`config.mk`:
```
export PLATFORM = sky130hd
export DESIGN_NAME = wdsv_supervisor
export DESIGN_NICKNAME = d
export VERILOG_FILES = /design/src/wdsv_pkg.sv /design/src/wdsv_supervisor.sv
export SDC_FILE = /design/constraint.sdc
export NUM_CORES = 1
export LEC_CHECK = 0
export BUFFER_PORTS_ARGS = -buffer_cell sky130_fd_sc_hd__buf_4
export CELL_PAD_IN_SITES_DETAIL_PLACEMENT = 1
export CELL_PAD_IN_SITES_GLOBAL_PLACEMENT = 1
export CORE_MARGIN = 1
export CORE_UTILIZATION = 53
export CTS_BUF_LIST = sky130_fd_sc_hd__clkbuf_4 sky130_fd_sc_hd__clkbuf_8
export DETAILED_ROUTE_END_ITERATION = 12
export PLACE_DENSITY = 0.94
export SLEW_MARGIN = 5
export SYNTH_ARGS = -nofsm -noshare
export SYNTH_HDL_FRONTEND = slang
export SYNTH_SLANG_ARGS = --single-unit
export TNS_END_PERCENT = 50
```
`constraint.sdc`:
```
create_clock -name CLK -period 4.4 [get_ports CLK]
set_clock_uncertainty 0.05 [all_clocks]
set_input_delay 0.22 -clock CLK [delete_from_list [all_inputs] [get_ports CLK]]
set_output_delay 0.22 -clock CLK [all_outputs]
set_load 0.03 [all_outputs]
```
`src/wdsv_pkg.sv`:
```
// Package of constants and types for the wake-up and reset supervisor
`default_nettype none
package wdsv_pkg;
	// ==========================================
	// Clock and timing figures
	localparam int unsigned CLK_PERIOD_NS = 10;
	localparam int unsigned WAKE_PERIOD_MS = 40;
	localparam int unsigned WAKE_DELAY_MS = 20;
	localparam int unsigned POR_DELAY_MS = 5;
	localparam int unsigned NS_PER_MS = 1000000;
	// Cycle counts derived from the figures
	localparam int unsigned WAKE_PERIOD_CYC = WAKE_PERIOD_MS * (NS_PER_MS / CLK_PERIOD_NS);
	localparam int unsigned WAKE_HALF_CYC = WAKE_PERIOD_CYC / 2;
	localparam int unsigned WAKE_DELAY_CYC = WAKE_DELAY_MS * (NS_PER_MS / CLK_PERIOD_NS);
	localparam int unsigned POR_DELAY_CYC = POR_DELAY_MS * (NS_PER_MS / CLK_PERIOD_NS);
	localparam int unsigned CNT_W = 24;
	// Reset values of the outputs
	localparam logic RST_N_INIT = 1'h0;
	localparam logic WAKE_INIT = 1'h0;
	// ==========================================
	// Supervisor states
	typedef enum logic [1:0] {
		ST_HOLD,
		ST_PULSE,
		ST_DELAY,
		ST_RUN
	} wdsv_state_t;
endpackage
`default_nettype wire

```
`src/wdsv_supervisor.sv`:
```
// Wake-up generator, watchdog edge monitor and reset supervisor
`default_nettype none
// Notes on behaviour
// RULE1: Only falling service input edges count.
// RULE2: Processor gives a falling edge each period.
// RULE3: Service edge drives wake-up low at once.
// RULE4: Reset held low until regulation good.
// RULE5: Regulation loss asserts reset until restored.
// RULE6: Missed service edge gives a reset pulse.
// RULE7: Wake-up output toggles continuously.
// RULE8: All timings share one timebase unit.
// RULE9: Wake-up period nominally 40 ms.
// RULE10: Wake-up duty cycle 50 percent.
// RULE11: First wake-up rise 20 ms after reset.
// RULE12: Service input phases last at least 5 us.
// RULE13: Reset release restarts watchdog window.
module wdsv_supervisor #(
	parameter int unsigned TICK_DIV = 1,
	parameter int unsigned PERIOD_CYC = wdsv_pkg::WAKE_PERIOD_CYC,
	parameter int unsigned DELAY_CYC = wdsv_pkg::WAKE_DELAY_CYC,
	parameter int unsigned PULSE_CYC = wdsv_pkg::POR_DELAY_CYC
) (
	input wire logic CLK,
	input wire logic RSTN,
	input wire logic CE,
	input wire logic REG_GOOD,
	input wire logic SERVICE_PULSE_IN,
	output logic RESET_N,
	output logic WAKE_UP
);
	// ==========================================
	// State record
	typedef struct packed {
		logic [2:0] sync;
		logic [2:0] rg_sync;
		logic svc_prev;
		logic [wdsv_pkg::CNT_W-1:0] tick;
		logic [wdsv_pkg::CNT_W-1:0] phase;
		logic [wdsv_pkg::CNT_W-1:0] window;
		logic serviced;
		logic half; // Set during the high half of the wake-up period
		wdsv_pkg::wdsv_state_t st;
		logic rst_n;
		logic wake;
	} wdsv_regs_t;

	wdsv_regs_t r;
	wdsv_regs_t next_r;
	logic svc_fall;
	logic rg_ok;
	logic tick_en;

	// Count compare against a cycle figure
	function automatic logic reached(input logic [wdsv_pkg::CNT_W-1:0] c, input int unsigned lim);
		reached = (c >= wdsv_pkg::CNT_W'(lim - 1));
	endfunction

	// ==========================================
	// Next-state logic
	always_comb begin
		next_r = r;
		// Three-stage synchronisers, stages two and three must agree
		next_r.sync = {r.sync[1:0], SERVICE_PULSE_IN};
		next_r.rg_sync = {r.rg_sync[1:0], REG_GOOD};
		if (r.sync[2] == r.sync[1]) begin
			next_r.svc_prev = r.sync[2];
		end
		// RULE1: falling edge only
		svc_fall = (r.sync[2] == r.sync[1]) && r.svc_prev && !r.sync[2];
		// While stages two and three disagree, keep the level that reset shows now
		rg_ok = (r.rg_sync[2] == r.rg_sync[1]) ? r.rg_sync[2] : r.rst_n;
		// RULE8: one shared timebase tick
		tick_en = reached(r.tick, TICK_DIV);
		next_r.tick = tick_en ? '0 : r.tick + 1'b1;
		case (r.st)
			wdsv_pkg::ST_HOLD: begin
				// RULE4: held while regulation bad
				// RULE5: held until restored
				next_r.rst_n = 1'b0;
				next_r.wake = 1'b0;
				if (rg_ok) begin
					next_r.st = wdsv_pkg::ST_DELAY;
					next_r.rst_n = 1'b1;
					next_r.phase = '0;
				end
			end
			wdsv_pkg::ST_PULSE: begin
				// RULE6: timed reset pulse
				next_r.rst_n = 1'b0;
				next_r.wake = 1'b0;
				if (!rg_ok) begin
					next_r.st = wdsv_pkg::ST_HOLD;
				end else if (tick_en) begin
					next_r.phase = r.phase + 1'b1;
					if (reached(r.phase, PULSE_CYC)) begin
						next_r.st = wdsv_pkg::ST_DELAY;
						next_r.rst_n = 1'b1;
						next_r.phase = '0;
					end
				end
			end
			wdsv_pkg::ST_DELAY: begin
				// RULE11: delay to first wake-up rise
				if (!rg_ok) begin
					next_r.st = wdsv_pkg::ST_HOLD;
					next_r.rst_n = 1'b0;
				end else if (tick_en) begin
					next_r.phase = r.phase + 1'b1;
					if (reached(r.phase, DELAY_CYC)) begin
						// RULE13: fresh window at start
						next_r.st = wdsv_pkg::ST_RUN;
						next_r.wake = 1'b1;
						next_r.phase = '0;
						next_r.window = '0;
						next_r.serviced = 1'b0;
						next_r.half = 1'b1;
					end
				end
			end
			wdsv_pkg::ST_RUN: begin
				if (!rg_ok) begin
					next_r.st = wdsv_pkg::ST_HOLD;
					next_r.rst_n = 1'b0;
					next_r.wake = 1'b0;
				end else begin
					if (svc_fall) begin
						next_r.serviced = 1'b1;
					end
					if (tick_en) begin
						// RULE7: free-running wake-up toggle
						// RULE9: period count
						// RULE10: half period each phase
						next_r.phase = r.phase + 1'b1;
						if (reached(r.phase, PERIOD_CYC / 2)) begin
							next_r.phase = '0;
							// High half opens with a rise, low half with a fall
							next_r.half = !r.half;
							next_r.wake = !r.half;
						end
						next_r.window = r.window + 1'b1;
						if (reached(r.window, PERIOD_CYC)) begin
							next_r.window = '0;
							next_r.serviced = 1'b0;
							// RULE6: missed service, pulse reset
							if (!(r.serviced || svc_fall)) begin
								next_r.st = wdsv_pkg::ST_PULSE;
								next_r.rst_n = 1'b0;
								next_r.wake = 1'b0;
								next_r.phase = '0;
							end
						end
					end
					// Service drop comes last so it wins over a toggle in the same tick
					// RULE3: wake-up falls on service
					if (svc_fall) begin
						next_r.wake = 1'b0;
					end
				end
			end
			default: begin
				next_r.st = wdsv_pkg::ST_HOLD;
			end
		endcase
	end

	// ==========================================
	// State register with synchronous reset and clock enable
	always_ff @(posedge CLK) begin
		if (!RSTN) begin
			r <= '0;
			r.st <= wdsv_pkg::ST_HOLD;
			r.rst_n <= wdsv_pkg::RST_N_INIT;
			r.wake <= wdsv_pkg::WAKE_INIT;
		end else if (CE) begin
			r <= next_r;
		end
	end

	// Outputs straight from the state flops
	assign RESET_N = r.rst_n;
	assign WAKE_UP = r.wake;
endmodule
`default_nettype wire
```
Word-level counts from Yosys, hierarchy flattened:

Cells that the tools add are included.

* equality and inequality tests: 23
* add/sub/neg operators: 3
* order comparisons: 4
* reductions and logical operators: 15
* mux-type cells: 34

Operators with widths (count)
* $mux W24: 7
* $mux W52: 2
* $mux W50: 2
* $pmux W24 S4: 1
* $add A24 B1 Y24 const B: 3
* $mux W54: 1
* $pmux W26 S2: 1
* $mux W49: 1
* $ge A24 B1 Y1 const B: 1
* $ge A24 B19 Y1 const B: 1
* $ge A24 B21 Y1 const B: 1
* $ge A24 B22 Y1 const B: 1
* $ne A3 B3 Y1 const B: 7
* $ne A2 B2 Y1 const B: 10
* $pmux W4 S4: 1
* $reduce_and A8 Y1: 2
* $mux W4: 3
* $mux W1: 10
* $reduce_and A5 Y1: 2
* $mux W3: 3
* $reduce_and A9 Y1: 1
* $reduce_and A7 Y1: 1
* $reduce_and A6 Y1: 1
* $eq A2 B2 Y1 const B: 2
* other kinds (10): 14

* word-level logic and storage cells: 90
* output and inout port bits: 2
* bits in registers: 85
* input bits: 5

Longest topological paths before layout:

* depth in word-level cells: 10
* depth in mapped cells: 9
* depth with buffers taken out: 7

Worst setup path after synthesis:

OpenSTA, ideal clock, no wires.

* kind: register to register
* from: register r[18] (netlist bit)
* to: register r[19] (netlist bit)
* arrival: 1.936 ns
* data required time: 4.271 ns
* slack: 2.335 ns
* period minus slack after synthesis: 2.065 ns
* path buffers: 1
* library setup time: 0.079 ns
* stages on the path, launching flop included: 8
* cells stage by stage: dfxtp_1 or4_1 nor4_2 a21oi_2 o41ai_4 buf_6 o22ai_1 o211ai_1

* longest elaborated chain between the ends: 5
* elaborated cells between the ends (all ways): 6
* those cells by class: add/sub (1); order compare (1); mux (4)

Ends and longest elaborated chain
* start, declared: RTL line wdsv_supervisor.sv:47 `wdsv_regs_t r;`
* start signal, assigned: RTL line wdsv_supervisor.sv:175 `r <= next_r;`
* $add A24 B1 Y24 or $ge A24 B22 Y1 (tied branches): RTL line wdsv_supervisor.sv:140, wdsv_supervisor.sv:55
* $mux W49 *: RTL line wdsv_supervisor.sv:141 `if (reached(r.window, PERIOD_CYC)) begin`
* $mux W54 *: RTL line wdsv_supervisor.sv:129 `if (tick_en) begin`
* $mux W50 *: RTL line wdsv_supervisor.sv:121 `if (!rg_ok) begin`
* $pmux W26 S2 *: RTL line wdsv_supervisor.sv:75 `case (r.st)`

Every way passes the cells marked *; elsewhere a longest branch is shown, timed or not. The select of a mux whose other input is x is not followed.
A chain may end at the register's enable or synchronous reset.

Worst setup path in the final report:

* from: register r[38] (netlist bit)
* to: register r[20] (netlist bit)

* longest elaborated chain between the ends: 3

Ends and longest elaborated chain
* $ge A24 B21 Y1: RTL line wdsv_supervisor.sv:55 `reached = (c >= wdsv_pkg::CNT_W'(lim - 1));`
* $ne A2 B2 Y1 (no source line)
* $reduce_and A7 Y1 (no source line)

No other way between the ends.

==> flow_summary.json <==
{
  "power_density_nw_per_um2": 325,
  "yosysSeqAreaShare_pct": 38.9,
  "vias": 2890,
  "final_common_cell": "dfxtp_1",
  "p_total_uw": 1110,
  "ys_seq_elements": 61,
  "hold_buffers": 0,
  "ant_nets": 0,
  "fmax_mhz": 320,
  "grt_start_max_net_pins": 26,
  "cts_buffer_depth": 2,
  "grt_pass1_vias": 2968,
  "slew_headroom_pct": 25.3,
  "antenna_cells": 0,
  "end_kind": "flop",
  "fin_setup_tns_ns": 0,
  "syn_to_final_growth_pct": 9.12,
  "setup_violations": 0,
  "critPathKind": "flop to flop",
  "dp_hpwl_mm": 5.76,
  "fillers": 681,
  "hold_viol": 0,
  "postCtsSetupRepairBufs": 0,
  "fin_crit_ns": 3.13,
  "irDropWorstVdd_mv": 0.197,
  "crit_slowest_cell": "o211ai_1",
  "synth_top_area_share_pct": 38.9,
  "worstSkewPairLatency_ns": 0.34,
  "r2r_setup_slack_ns": 1.27,
  "grt_use_total_pct": 30.4,
  "dpl-instance-area_um2": 3220,
  "syn_area_um2": 3140,
  "p_leak_uw": 0.00124,
  "post_synth_num_cell_types": 58,
  "outcome": "finished clean",
  "cp_max_fo": 14,
  "yosysWarnings": 0,
  "final_area_um2": 3430,
  "max_stage_delay_ns": 0.70,
  "core_area_um2": 5610,
  "rows": 27,
  "overflow": 0,
  "grt_antenna_before_repair": 0,
  "vias_per_cell": 6.35,
  "cts.sinks": 61,
  "synth_edf_count": 0,
  "top_level_ports": 7,
  "max_slew.worst_pin.slew_ns": 1.12,
  "drive_above_1_share_pct": 8.62,
  "synth_cells": 376,
  "finalMaxSlewViolations": 0,
  "hold_path_class": "input pin to flop",
  "dieHeight_um": 79.0,
  "cap_violations": 0,
  "grt_pass1_wl_mm": 14.6,
  "ys_async_sr_fraction_pct": 0,
  "route.detailed.drc": 0,
  "fin_crit_sh_pct": 71.1,
  "die_w_um": 79.0,
  "post_cts_resized": 0,
  "cts_buffers": 9,
  "critPathRequiredTime_ns": 4.62,
  "synth_top_area_cell": "dfxtp_1",
  "start_util_pct": 56.0,
  "rsz0062_at_grt": "no",
  "layout_common_cells": "dfxtp_1, nor2_1, nand2_1, nor3_1",
  "start_kind": "flop",
  "port_buffers": 6,
  "cts_tree": "done",
  "clk_pin_slew_ns": 0.07,
  "wl_per_cell_um": 19.2,
  "path_cells": "nor2_1 > o31a_1 > o211ai_1 > o2111ai_1 > or4_1 > a21oi_1",
  "ys.flop_type": "dfxtp_1",
  "cts_root_buffer": "clkbuf_8",
  "syn-num-nets": 383,
  "finalWirelength_mm": 8.75,
  "netlist_top_cells_area": "dfxtp_1, nor3_1, nor2_1",
  "die_area_um2": 6240,
  "place.gp.congestion": 0.807,
  "nNetsFinal": 385,
  "syn_avg_cell_area_um2": 8.36,
  "htreeDepth": 3,
  "crit_arrival_ns": 3.35,
  "drtPass1Iterations": 5,
  "initialDrtViolationCount": 217
}
## sequential cells by signal (all words and copies together) (netlist names)
signal,flops
r,55
next_r,4
RESET_N,1
WAKE_UP,1
## layer usage
metal / global-route usage [%] / routed length [um]
met1: 38.4 / 4010
met2: 50.9 / 4300
met3: 7.36 / 333
met4: 9.09 / 103
met5: 0 / 0
## worst max-delay path, delay by kind of cell (launching register included)
kind / cells / cell delay [ns]
DFF: 1 / 0.48
AOI/OAI and AO/OA: 4 / 1.80
and+or+nand+nor: 2 / 0.73
## cells in the mapped netlist, types with 2 or more instances
cell type,instances
a21oi_1,18
nor4_1,6
ha_1,2
o31ai_1,4
inv_1,18
and4_1,12
and2_1,4
nor3_1,25
or4_1,5
a31oi_1,3
nor2_1,31
nor3b_1,2
nand4_1,9
dfxtp_1,61
o211ai_1,9
o2bb2ai_1,2
nand3b_1,5
buf_2,6
xnor2_1,12
mux2i_1,6
nand3_1,18
clkbuf_1,10
xor2_1,12
o21ai_0,14
o21ai_1,2
a21o_1,2
nand2_1,29
or3_1,5
and3_1,12
o2111ai_1,3
a211oi_1,2
## final timing paths
path                                         start                       to  cells after the start
worst max-delay path            r[38]$_SDFFE_PN0P_       r[20]$_SDFFE_PN0P_                      6
worst min-delay path                      REG_GOOD  next_r[80]$_SDFFE_PN0P_                      3
worst max register to register  r[38]$_SDFFE_PN0P_       r[20]$_SDFFE_PN0P_                      6
worst min register to register  r[29]$_SDFFE_PN0P_       r[29]$_SDFFE_PN0P_                      2
## report_power, final
group,total [uW],internal [uW],switching (uW)
registers,555,554,1.50
clock network,530,305,225
logic,28.5,8.37,20.1
total,1110,867,247
## stage by stage
step,hold WS (ns),utilization [%],setup slack [ns],cells
2_1_floorplan,0.317,-,2.34,376
3_3_place_gp,0.372,57.4,1.61,439
3_5_place_dp,0.371,57.4,1.41,439
4_1_cts,0.0657,61.1,1.34,455
5_1_grt,0.0984,61.1,1.16,455
6_report,0.0805,61.1,1.27,455
## final cells by class
class / count / area [um^2] / area share (%)
repair buffers: 8 / 60.1 / 1.75
clock buffers: 12 / 165 / 4.82
well taps: 72 / 90.1 / 2.63
multi-input cells: 280 / 1780 / 51.9
inverters: 18 / 67.6 / 1.97
flip-flops and latches: 61 / 1220 / 35.6
clock inverters: 4 / 45.0 / 1.31
## cells by family after synthesis
group	after synthesis	share of synthesized area, %
AND/OR/NAND/NOR	174	30.7
AO/OA/AOI/OAI	73	16.1
flip-flops	61	38.9
buffers and inverters	35	4.66
XOR/XNOR	24	6.69
multiplexers	6	1.91
adder cells (fa/ha/maj)	3	1.11
(Power assumes the default switching activity.)
